<file path="src/verilog/timer_pkg.sv">
package timer_pkg;

  localparam int          CNT_W        = 10;
  localparam int          BANK_BIT     = 6;
  localparam int          MAP_TOP_BIT  = 7;
  localparam logic [5:0]  OFF_CTRL0    = 6'h00;
  localparam logic [5:0]  OFF_CTRL1    = 6'h04;
  localparam logic [5:0]  OFF_CNT_LO   = 6'h08;
  localparam logic [5:0]  OFF_CNT_HI   = 6'h0C;
  localparam logic [5:0]  OFF_CMPA_LO  = 6'h10;
  localparam logic [5:0]  OFF_CMPA_HI  = 6'h14;
  localparam logic [5:0]  OFF_CMPP_LO  = 6'h18;
  localparam logic [5:0]  OFF_CMPP_HI  = 6'h1C;
  localparam logic [5:0]  OFF_CAPSRC   = 6'h20;
  localparam logic [7:0]  CTRL_RST     = 8'h00;
  localparam logic [7:0]  BYTE_RST     = 8'h00;
  localparam logic [9:0]  CNT_RST      = 10'h000;
  localparam logic [9:0]  CNT_TOP      = 10'h3FF;
  localparam logic [9:0]  CNT_ONE      = 10'h001;
  localparam logic [6:0]  P_LSB_ZERO   = 7'h00;
  localparam logic [5:0]  PRE_RST      = 6'h00;
  localparam logic [31:0] RDATA_RST    = 32'h0000_0000;

  // Output pin function codes, meaning depends on mode
  localparam logic [1:0]  IO_NONE      = 2'b00;
  localparam logic [1:0]  IO_LOW       = 2'b01;
  localparam logic [1:0]  IO_HIGH      = 2'b10;
  localparam logic [1:0]  IO_TOGGLE    = 2'b11;
  localparam logic [1:0]  IO_INACTIVE  = 2'b00;
  localparam logic [1:0]  IO_ACTIVE    = 2'b01;
  localparam logic [1:0]  IO_PWM       = 2'b10;
  localparam logic [1:0]  IO_SPULSE    = 2'b11;
  localparam logic [1:0]  CAP_RISE     = 2'b00;
  localparam logic [1:0]  CAP_FALL     = 2'b01;
  localparam logic [1:0]  CAP_BOTH     = 2'b10;

  typedef enum logic [1:0] {
    MODE_CMP = 2'b00, MODE_CAP = 2'b01, MODE_PWM = 2'b10, MODE_CNT = 2'b11
  } mode_t;

  typedef enum logic [2:0] {
    CK_SYS4 = 3'b000, CK_SYS = 3'b001, CK_H16 = 3'b010, CK_H64 = 3'b011,
    CK_SUB0 = 3'b100, CK_SUB1 = 3'b101, CK_EXT_R = 3'b110, CK_EXT_F = 3'b111
  } clk_sel_t;

  typedef struct packed {
    logic       pause;
    clk_sel_t   clock_select_field;
    logic       timer_on_bit;
    logic [2:0] period_code;
  } timer_control_zero_t;

  typedef struct packed {
    mode_t      mode;
    logic [1:0] pin_function_field;
    logic       out_init;
    logic       out_pol;
    logic       duty_swap;
    logic       clear_on_a;
  } timer_control_one_t;

  typedef struct packed {
    logic cap;
    logic clk;
  } timer_pins_t;

endpackage : timer_pkg

</file>
<file path="src/verilog/timer_pair.sv">
`timescale 1ns/1ns
// Summary of operation
// - Two timers: standard (index 0) and periodic (index 1), same common logic.
// - Count-up counter; compare match raises interrupt, may clear counter, change pin.
// - Three-bit clock select picks system ratio, high clock, sub clock or pin.
// - Separate interrupt pulses for comparator A match and comparator P match.
// - External clock pin counts on rising or falling edge per clock select.
// - In single pulse mode the external clock pin edge triggers the pulse.
// - Capture pin edge: rising, falling or both, from the pin function field.
// - Periodic timer may capture from its external clock pin instead.
// - Compare output mode: pin goes high, low or toggles on A match.
// - Inverted pin always equals the inverse of the periodic output pin.
// - PWM waveform appears on the output pin and its inverted twin.
// - Edge aligned PWM; duty or period is adjustable, selected by a bit.
// - Counter and compare registers split in bytes; low bytes through shared buffer.
// - Compare low byte write only loads the holding buffer.
// - Compare high byte write stores high byte and copies buffer into low.
// - High byte read returns high byte and latches live low byte into buffer.
// - Low byte read returns the holding buffer, not the live low byte.
// - Counters are ten bits wide and count upward.
// - Counter clears on timer on rising edge, on overflow, on selected match.
module timer_pair
  import timer_pkg::*;
(
  // Clock, reset, enable
  input  wire logic        I_MCLK,
  input  wire logic        I_RSTN,
  input  wire logic        I_CE,
  // APB slave
  input  wire logic        I_PSEL,
  input  wire logic        I_PENABLE,
  input  wire logic        I_PWRITE,
  input  wire logic [7:0]  I_PADDR,
  input  wire logic [31:0] I_PWDATA,
  output logic      [31:0] O_PRDATA,
  output logic             O_PREADY,
  output logic             O_PSLVERR,
  // Timer pins and sub clock
  input  wire logic        I_FSUB,
  input  wire timer_pins_t I_STD_PINS,
  input  wire timer_pins_t I_PER_PINS,
  output logic             O_STD_OUT,
  output logic             O_PER_OUT,
  output logic             O_PER_OUT_N,
  // Interrupt source pulses, index 0 standard, 1 periodic
  output logic      [1:0]  O_IRQ_A,
  output logic      [1:0]  O_IRQ_P
);

  timer_control_zero_t c0_q [2];
  timer_control_one_t  c1_q [2];
  logic [9:0]  cnt_q [2];
  logic [9:0]  cmpa_q [2];
  logic [7:0]  buf_q [2];
  logic [9:0]  cmpp_q;
  logic        capsrc_q;
  logic [1:0]  on_prev_q, pulse_q, out_q;
  logic        out_n_q;
  logic [1:0]  irq_a_q, irq_p_q;
  logic [5:0]  pre_q;
  logic [4:0]  s1_q, s2_q, s3_q;
  logic [4:0]  rise, fall;
  logic        ready_q, ok_q;
  logic [31:0] rdata_q;
  logic [9:0]  pval [2];
  logic [9:0]  plast [2];
  logic [9:0]  duty [2];
  logic [1:0]  on_rise, trig, tick, a_hit, p_hit, cap_ev, out_d;
  logic        src_r, src_f;
  logic        bk, mapped, setup, acc, wr, rd;
  logic [5:0]  off;
  logic [31:0] rd_word;

  function automatic logic sel_tick(clk_sel_t s, logic [5:0] pre, logic sub, logic er, logic ef);
    logic t;
    t = 1'b0;
    unique case (s)
      CK_SYS4:          t = &pre[1:0];
      CK_SYS:           t = 1'b1;
      CK_H16:           t = &pre[3:0];
      CK_H64:           t = &pre;
      CK_SUB0, CK_SUB1: t = sub;
      CK_EXT_R:         t = er;
      CK_EXT_F:         t = ef;
    endcase
    return t;
  endfunction : sel_tick

  function automatic logic [9:0] last_count(logic [9:0] v);
    return (v == CNT_RST) ? CNT_TOP : v - CNT_ONE;
  endfunction : last_count

  function automatic logic reg_ok(logic [7:0] a);
    logic [5:0] o;
    logic       per;
    o   = a[5:0];
    per = a[BANK_BIT];
    if (a[MAP_TOP_BIT])
      return 1'b0;
    if (o == OFF_CTRL0 || o == OFF_CTRL1 || o == OFF_CNT_LO || o == OFF_CNT_HI ||
        o == OFF_CMPA_LO || o == OFF_CMPA_HI)
      return 1'b1;
    return per && (o == OFF_CMPP_LO || o == OFF_CMPP_HI || o == OFF_CAPSRC);
  endfunction : reg_ok

  // Pin synchronisers: bit 0 sub clock, 1/2 standard clk/cap, 3/4 periodic clk/cap
  always_ff @(posedge I_MCLK or negedge I_RSTN) begin
    if (!I_RSTN) begin
      s1_q <= 5'h00;
      s2_q <= 5'h00;
      s3_q <= 5'h00;
    end else if (I_CE) begin
      s1_q <= {I_PER_PINS.cap, I_PER_PINS.clk, I_STD_PINS.cap, I_STD_PINS.clk, I_FSUB};
      s2_q <= s1_q;
      s3_q <= s2_q;
    end
  end
  assign rise = s2_q & ~s3_q;
  assign fall = ~s2_q & s3_q;

  always_ff @(posedge I_MCLK or negedge I_RSTN) begin
    if (!I_RSTN)
      pre_q <= PRE_RST;
    else if (I_CE)
      pre_q <= pre_q + 6'h01;
  end

  always_comb begin
    src_r = 1'b0;
    src_f = 1'b0;
    for (int i = 0; i < 2; i++) begin
      pval[i]    = (i == 0) ? {c0_q[0].period_code, P_LSB_ZERO} : cmpp_q;
      plast[i]   = last_count(pval[i]);
      duty[i]    = c1_q[i].duty_swap ? pval[i] : cmpa_q[i];
      on_rise[i] = c0_q[i].timer_on_bit & ~on_prev_q[i];
      trig[i]    = rise[1 + 2 * i] & c0_q[i].timer_on_bit & (c1_q[i].mode == MODE_PWM) &
                   (c1_q[i].pin_function_field == IO_SPULSE);
      tick[i]    = c0_q[i].timer_on_bit & ~c0_q[i].pause & ~trig[i] &
                   sel_tick(c0_q[i].clock_select_field, pre_q, rise[0],
                            rise[1 + 2 * i], fall[1 + 2 * i]) &
                   (~trig[i] & (pulse_q[i] | ~((c1_q[i].mode == MODE_PWM) &
                   (c1_q[i].pin_function_field == IO_SPULSE))));
      a_hit[i]   = tick[i] & (cnt_q[i] == cmpa_q[i]);
      p_hit[i]   = tick[i] & (cnt_q[i] == plast[i]);
      if (i == 1 && capsrc_q) begin
        src_r = rise[3];
        src_f = fall[3];
      end else begin
        src_r = rise[2 + 2 * i];
        src_f = fall[2 + 2 * i];
      end
      cap_ev[i] = 1'b0;
      if (c0_q[i].timer_on_bit && c1_q[i].mode == MODE_CAP) begin
        case (c1_q[i].pin_function_field)
          CAP_RISE: cap_ev[i] = src_r;
          CAP_FALL: cap_ev[i] = src_f;
          CAP_BOTH: cap_ev[i] = src_r | src_f;
          default:  cap_ev[i] = 1'b0;
        endcase
      end
      out_d[i] = out_q[i];
      case (c1_q[i].mode)
        MODE_CMP: begin
          if (a_hit[i]) begin
            case (c1_q[i].pin_function_field)
              IO_LOW:    out_d[i] = 1'b0;
              IO_HIGH:   out_d[i] = 1'b1;
              IO_TOGGLE: out_d[i] = ~out_q[i];
              default:   out_d[i] = out_q[i];
            endcase
          end
        end
        MODE_PWM: begin
          case (c1_q[i].pin_function_field)
            IO_INACTIVE: out_d[i] = c1_q[i].out_pol;
            IO_ACTIVE:   out_d[i] = ~c1_q[i].out_pol;
            IO_PWM:      out_d[i] = (cnt_q[i] < duty[i]) ^ c1_q[i].out_pol;
            default:     out_d[i] = pulse_q[i] ^ c1_q[i].out_pol;
          endcase
        end
        default: out_d[i] = out_q[i];
      endcase
      if (on_rise[i] && (c1_q[i].mode == MODE_CMP || c1_q[i].mode == MODE_PWM))
        out_d[i] = c1_q[i].out_init;
    end
  end

  // Counters
  always_ff @(posedge I_MCLK or negedge I_RSTN) begin
    if (!I_RSTN) begin
      for (int i = 0; i < 2; i++)
        cnt_q[i] <= CNT_RST;
      on_prev_q <= 2'b00;
    end else if (I_CE) begin
      for (int i = 0; i < 2; i++) begin
        if (on_rise[i] || trig[i])
          cnt_q[i] <= CNT_RST;
        else if (tick[i])
          cnt_q[i] <= (c1_q[i].clear_on_a ? a_hit[i] : p_hit[i]) ? CNT_RST : cnt_q[i] + CNT_ONE;
        on_prev_q[i] <= c0_q[i].timer_on_bit;
      end
    end
  end

  // Single pulse, output pins, interrupt pulses
  always_ff @(posedge I_MCLK or negedge I_RSTN) begin
    if (!I_RSTN) begin
      pulse_q <= 2'b00;
      out_q   <= 2'b00;
      out_n_q <= 1'b1;
      irq_a_q <= 2'b00;
      irq_p_q <= 2'b00;
    end else if (I_CE) begin
      for (int i = 0; i < 2; i++) begin
        if (!c0_q[i].timer_on_bit || on_rise[i])
          pulse_q[i] <= 1'b0;
        else if (trig[i])
          pulse_q[i] <= 1'b1;
        else if (a_hit[i])
          pulse_q[i] <= 1'b0;
      end
      out_q   <= out_d;
      out_n_q <= ~out_d[1];
      irq_a_q <= a_hit | cap_ev;
      irq_p_q <= p_hit;
    end
  end

  assign O_STD_OUT   = out_q[0];
  assign O_PER_OUT   = out_q[1];
  assign O_PER_OUT_N = out_n_q;
  assign O_IRQ_A     = irq_a_q;
  assign O_IRQ_P     = irq_p_q;

  // APB slave: data latched in setup, ready in the first access cycle
  assign bk     = I_PADDR[BANK_BIT];
  assign off    = I_PADDR[5:0];
  assign mapped = reg_ok(I_PADDR);
  assign setup  = I_PSEL & ~ready_q;
  assign acc    = I_PSEL & I_PENABLE & ready_q;
  assign wr     = acc & I_PWRITE & ok_q;
  assign rd     = setup & ~I_PWRITE & mapped;

  always_comb begin
    rd_word = RDATA_RST;
    case (off)
      OFF_CTRL0:   rd_word[7:0] = c0_q[bk];
      OFF_CTRL1:   rd_word[7:0] = c1_q[bk];
      OFF_CNT_HI:  rd_word[1:0] = cnt_q[bk][9:8];
      OFF_CMPA_HI: rd_word[1:0] = cmpa_q[bk][9:8];
      OFF_CMPP_HI: rd_word[1:0] = cmpp_q[9:8];
      OFF_CAPSRC:  rd_word[0]   = capsrc_q;
      default:     rd_word[7:0] = buf_q[bk];
    endcase
  end

  always_ff @(posedge I_MCLK or negedge I_RSTN) begin
    if (!I_RSTN) begin
      ready_q <= 1'b0;
      ok_q    <= 1'b0;
      rdata_q <= RDATA_RST;
    end else if (I_CE) begin
      if (setup) begin
        ready_q <= 1'b1;
        ok_q    <= mapped;
        rdata_q <= rd ? rd_word : RDATA_RST;
      end else if (acc) begin
        ready_q <= 1'b0;
      end
    end
  end

  assign O_PRDATA  = rdata_q;
  assign O_PREADY  = I_PENABLE & ready_q & I_CE;
  assign O_PSLVERR = O_PREADY & ~ok_q;

  // Shared low byte holding buffers
  always_ff @(posedge I_MCLK or negedge I_RSTN) begin
    if (!I_RSTN) begin
      for (int i = 0; i < 2; i++)
        buf_q[i] <= BYTE_RST;
    end else if (I_CE) begin
      if (rd) begin
        case (off)
          OFF_CNT_HI:  buf_q[bk] <= cnt_q[bk][7:0];
          OFF_CMPA_HI: buf_q[bk] <= cmpa_q[bk][7:0];
          OFF_CMPP_HI: buf_q[bk] <= cmpp_q[7:0];
          default:     buf_q[bk] <= buf_q[bk];
        endcase
      end
      if (wr && (off == OFF_CMPA_LO || off == OFF_CMPP_LO))
        buf_q[bk] <= I_PWDATA[7:0];
    end
  end

  // Control and compare registers
  always_ff @(posedge I_MCLK or negedge I_RSTN) begin
    if (!I_RSTN) begin
      for (int i = 0; i < 2; i++) begin
        c0_q[i]   <= CTRL_RST;
        c1_q[i]   <= CTRL_RST;
        cmpa_q[i] <= CNT_RST;
      end
      cmpp_q   <= CNT_RST;
      capsrc_q <= 1'b0;
    end else if (I_CE) begin
      for (int i = 0; i < 2; i++) begin
        if (wr && int'(bk) == i && off == OFF_CTRL0)
          c0_q[i] <= I_PWDATA[7:0];
        if (wr && int'(bk) == i && off == OFF_CTRL1)
          c1_q[i] <= I_PWDATA[7:0];
        if (cap_ev[i])
          cmpa_q[i] <= cnt_q[i];
        else if (wr && int'(bk) == i && off == OFF_CMPA_HI)
          cmpa_q[i] <= {I_PWDATA[1:0], buf_q[i]};
      end
      if (wr && off == OFF_CMPP_HI)
        cmpp_q <= {I_PWDATA[1:0], buf_q[1]};
      if (wr && off == OFF_CAPSRC)
        capsrc_q <= I_PWDATA[0];
    end
  end
endmodule : timer_pair

</file>
<file path="config.mk">
export PLATFORM = sky130hd
export DESIGN_NAME = timer_pair
export DESIGN_NICKNAME = d
export VERILOG_FILES = /design/src/verilog/timer_pkg.sv /design/src/verilog/timer_pair.sv
export SDC_FILE = /design/constraint.sdc
export NUM_CORES = 1
export LEC_CHECK = 0
export ABC_AREA = 0
export BUFFER_PORTS_ARGS = -buffer_cell sky130_fd_sc_hd__buf_2
export CORE_ASPECT_RATIO = 1.5
export CORE_MARGIN = 4
export CORE_UTILIZATION = 29
export DETAILED_ROUTE_END_ITERATION = 10
export PLACE_DENSITY = 0.44
export SYNTH_ARGS = -nofsm -noshare
export SYNTH_HDL_FRONTEND = slang
export SYNTH_SLANG_ARGS = --single-unit
</file>
<file path="constraint.sdc">
create_clock -name I_MCLK -period 7.12 [get_ports I_MCLK]
set_clock_uncertainty 0.15 [all_clocks]
set_input_delay 0.356 -clock I_MCLK [delete_from_list [all_inputs] [get_ports I_MCLK]]
set_output_delay 0.356 -clock I_MCLK [all_outputs]
set_load 0.1 [all_outputs]
</file>
Word level (Yosys, flattened, before mapping)
Index checks and enable logic that the tools add are counted.
- register bits: 165
- input bits: 51
- output and inout bits: 41
- $add $sub $neg: 5
- $lt $le $gt $ge: 4
- equal/unequal tests: 38
- mux-type cells: 79
- bitwise logic cells: 65
- reduce and logical (&&, ||, !) cells: 71
- operators with widths (cell ; number):
    10-bit two-way mux ; 20
    8-bit two-way mux ; 11
    16-bit bitwise mux ; 5
    16-bit two-way mux ; 3
    16-bit case mux with 3 select lines ; 1
    10-bit == test ; 4
    1-bit bitwise AND ; 34
    2-bit AND reduction ; 15
    1-bit two-way mux ; 25
    3-bit == test, second input constant ; 8
    6-bit by 5-bit == test with 1-bit output, second input constant ; 4
    10-bit by 1-bit adder with 10-bit output, second input constant ; 2
    10-bit less-than comparator ; 2
    10-bit by 1-bit subtractor with 10-bit output, second input constant ; 2
    1-bit case mux with 3 select lines ; 6
    6-bit case mux with 3 select lines ; 1
    1-bit logical AND ; 17
    1-bit NOT ; 17
    1-bit logical OR ; 14
    1-bit case mux with 7 select lines ; 2
    2-bit == test, second input constant ; 6
    3-bit by 2-bit == test with 1-bit output, second input constant ; 4
    6-bit by 4-bit == test with 1-bit output, second input constant ; 2
    1-bit case mux with 6 select lines ; 2
    28 further kinds ; 55

Depth between registers and ports, before layout
- word-level depth: 15
- mapped depth: 10

Least setup slack after synthesis
No wires, ideal clock.
- path kind: flip-flop to flip-flop
- start point: reg c1_q[1] (netlist bit)
- end point: reg (tool-made name)
- setup time: 68 ps
- arrival time: 2629 ps
- data required time: 6902 ps
- setup slack: 4274 ps
- stages on the path, launching flop included: 11
- path buffers: 1
- period minus slack after synthesis: 2846 ps
- cell sequence: dfrtp_1 > buf_1 > mux2i_1 > ha_1 > a21oi_1 > o21ai_0 > or4_1 > o31ai_1 > xor2_1 > a2bb2oi_1 > o211a_1
- RTL lines (element ; line ; RTL):
    from (decl) ; timer_pair.sv:51 ; timer_control_one_t c1_q [2];
    from (signal, indexed assignment) ; timer_pair.sv:311 ; c1_q[i] <= I_PWDATA[7:0];

==> results_dict.tcl <==
set metrics [dict create \
    hold_depth 3 \
    status "finished, final reports clean" \
    final_util_pct 33.25 \
    syn_avg_cell_area_um2 8.988 \
    cts_tree "yes" \
    yosys_warnings 0 \
    synth.mux.area_fraction_pct 11.97 \
    synth_cell_types 77 \
    netlist_instances 1025 \
    multiInputGateArea_um2 5199 \
    io_buffers 43 \
    first_pass_iters 5 \
    r2r_start "c1_q[1]$_DFFE_PN0P_" \
    grt_pass1_vias 7775 \
    synth_xor_area_share_pct 3.137 \
    crit_path_end_kind "flip-flop" \
    fin_nets 1117 \
    seqCellArea_um2 3530 \
    crit_path_top_delay_cell "dfrtp_1" \
    place_ws_ps 3731 \
    hp-class "primary input to flip-flop" \
    initialDrtViolationCount 552 \
    holdCritStartpoint "I_PWDATA[6]" \
    synth_area_leader_cell "dfrtp_1" \
    synth_top_area_share_pct 38.03 \
    grt_max_degree 73 \
    netlist_area_um2 9213 \
    setup_slack_ps 3839 \
    r2r_cells 9 \
    placed_cells 1420 \
    fp.dieH_um 226.3 \
    synth_ff_type "dfrtp_1" \
    grt_setup_unrepaired "false" \
    hold_ws_ps 113.0 \
    initial_utilization_pct 29.49 \
    ys_seq_area_share_pct 38.31 \
    cts.htree.levels 4 \
    drc 0 \
    design.core.area_um2 31240 \
    final-setup-viol-count 0 \
    synth_seq_cells 141 \
    cp_cell_sequence "mux2i_1 > ha_1 > and4_1 > o21ai_0 > a211oi_1 > o31ai_1 > xor2_1 > a2bb2oi_1 > o211a_1" \
    irDropWorstVdd_mv 0.1576 \
    r2r_setup_slack_ps 3840 \
    postCtsSetupRepairBufs 0 \
    grt_pass1_wl_um 46240 \
    p_per_area_nw_per_um2 205.0 \
    fillers 3309 \
    grt_usage_pct 17.27 \
    finalWirelength_um 29460 \
    hold_end "c0_q[6]$_DFFE_PN0P_" \
    worstSetupPathType "flip-flop to flip-flop" \
    hold_viol 0 \
    tightest_slew_ps 1073 \
    instances_no_fill 1458 \
    cts_buffer_depth 2 \
    floorplan.rows 79 \
    max_stage_delay_ps 790 \
    vias 7742 \
    finalCriticalPeriod_ps 3281 \
    cts_hold_buf 6 \
    dp_hpwl_um 21870 \
    slew_headroom_pct 27.92 \
    cts.sinks 141 \
    cts-root-buf "clkbuf_16" \
    die_area_um2 34740 \
    avgRoutedWirePerCell_um 20.20 \
    gr-total-overflow 0 \
    arrival_ps 3510 \
    finalCritPeriodShare_pct 46.08 \
    cap_viol_max_count 0 \
    tns_ps 0 \
    die_x_um 153.5 \
    clk_pin_slew_worst_paths_ps 60 \
    drv_slew 0 \
    cts.repair.resized 0 \
    clkLatencyLatePin_ps 440 \
    area_growth_pct 12.73 \
    synth_compound_area_share_pct 18.84 \
    synth_top_family_by_area "compound AO/OA/AOI/OAI gates" \
    worstSetupStartpointType "flip-flop" \
    pin_count 92 \
    cts_made_buffers 17 \
    synth-edff-count 0 \
    synthSimpleGateAreaFrac_pct 17.93 \
    async_flop_share_pct 100.0 \
    netlist_top_cells_area "dfrtp_1 (38%), mux2_2 (6.2%), o21ai_0 (5.7%)" \
    vias_per_cell 5.310 \
    synthAdderAreaFrac_pct 3.531 \
    ant_nets 0 \
    antenna_found_initial 1 \
    gp_congestion 0.8488 \
    cp.required_ps 7350 \
    layout-drive-gt1-share_pct 15.40 \
    power_leakage_uw 0.004505 \
    path_max_fanout 12 \
    fmax_mhz 304.8 \
]
-- per-layer routing --
metal | part of all wire, % | GRT usage, % | up-vias
li1 | - | - | 3709
met4 | 3.7 | 7.811 | 0
met5 | 0 | 0 | -
met2 | 52 | 31.10 | 188
met1 | 40 | 20.09 | 3802
met3 | 3.9 | 2.826 | 43
-- synthesized netlist by cell type, drive strengths merged, types with 29 or more instances --
cell	count
inv	41
buf	32
o21ai	106
nand2	116
clkbuf	54
mux2	51
nand3	30
mux2i	37
dfrtp	140
nor2	57
a21oi	47
nor3	29
-- cells by family after synthesis --
| logic type | count (synthesis) |
|---|---|
| buffers and inverters | 127 |
| AO/OA/AOI/OAI | 274 |
| other | 1 |
| adder cells (fa/ha/maj) | 26 |
| AND/OR/NAND/NOR | 328 |
| XOR/XNOR | 33 |
| multiplexers | 95 |
| flip-flops | 141 |
-- registers in the layout (all words and copies together), names as in the netlist, 5 cells and up, named ones only --
name and flops:
cmpp_q 10, cnt_q 20, buf_q 16, cmpa_q 20
pre_q 6, c1_q 16, s2_q 5, c0_q 16
O_PRDATA 8, s3_q 5, s1_q 5
-- worst max path at each step --
stage	cells after the start	startpoint	endpoint
after floorplan	10	c1_q[1]$_DFFE_PN0P_	flip-flop
after global placement	6	I_PADDR[1]	c0_q[2]$_DFFE_PN0P_
after detailed placement	6	I_PADDR[1]	c0_q[1]$_DFFE_PN0P_
after CTS	9	c1_q[1]$_DFFE_PN0P_	flip-flop
after global routing	9	c1_q[1]$_DFFE_PN0P_	flip-flop
final	9	c1_q[1]$_DFFE_PN0P_	flip-flop
-- metrics by stage --
step                area, µm²  total power, µW
finish                  10390             2129
global route            10380             2215
CTS                     10380             2162
detailed placement       9686             1162
global placement         9686             1159
floorplan                9299             1093
-- where the power goes --
group	switching, µW	internal (µW)	total, µW	leakage [µW]
Clock	377	606	983	0.000306
Combinational	190	75.5	266	0.00237
Sequential	39.3	841	881	0.00183
Total	606	1520	2130	0.00451
-- cells in the final DEF (no fill, tap or decap), types with 21 or more instances in the layout --
cell type / count
nor2_1: 57
mux2i_1: 37
nand3_1: 30
nor3_1: 28
a21oi_1: 45
buf_2: 42
mux2_2: 51
conb_1: 24
dfrtp_1: 140
ha_1: 26
xor2_1: 23
a22oi_1: 21
nand2_1: 116
o21ai_0: 105
inv_1: 41
-- area by class of cell --
type	count	area share [%]
diodes	1	0.02410
clock buffers	19	4.361
clock inverters	12	1.771
inverters	41	1.482
multi-input cells	780	50.06
flip-flops and latches	141	33.99
well taps	405	4.879
repair buffers	59	3.434
-- worst max-delay path: cells and delay by family, from the launching register on --
family | cells | cell delay [ps]
AND/OR/NAND/NOR | 1 | 240
flip-flops | 1 | 790
adder cells (fa/ha/maj) | 1 | 340
AO/OA/AOI/OAI | 5 | 1360
XOR/XNOR | 1 | 170
multiplexers | 1 | 160
(Power assumes the default switching activity.)
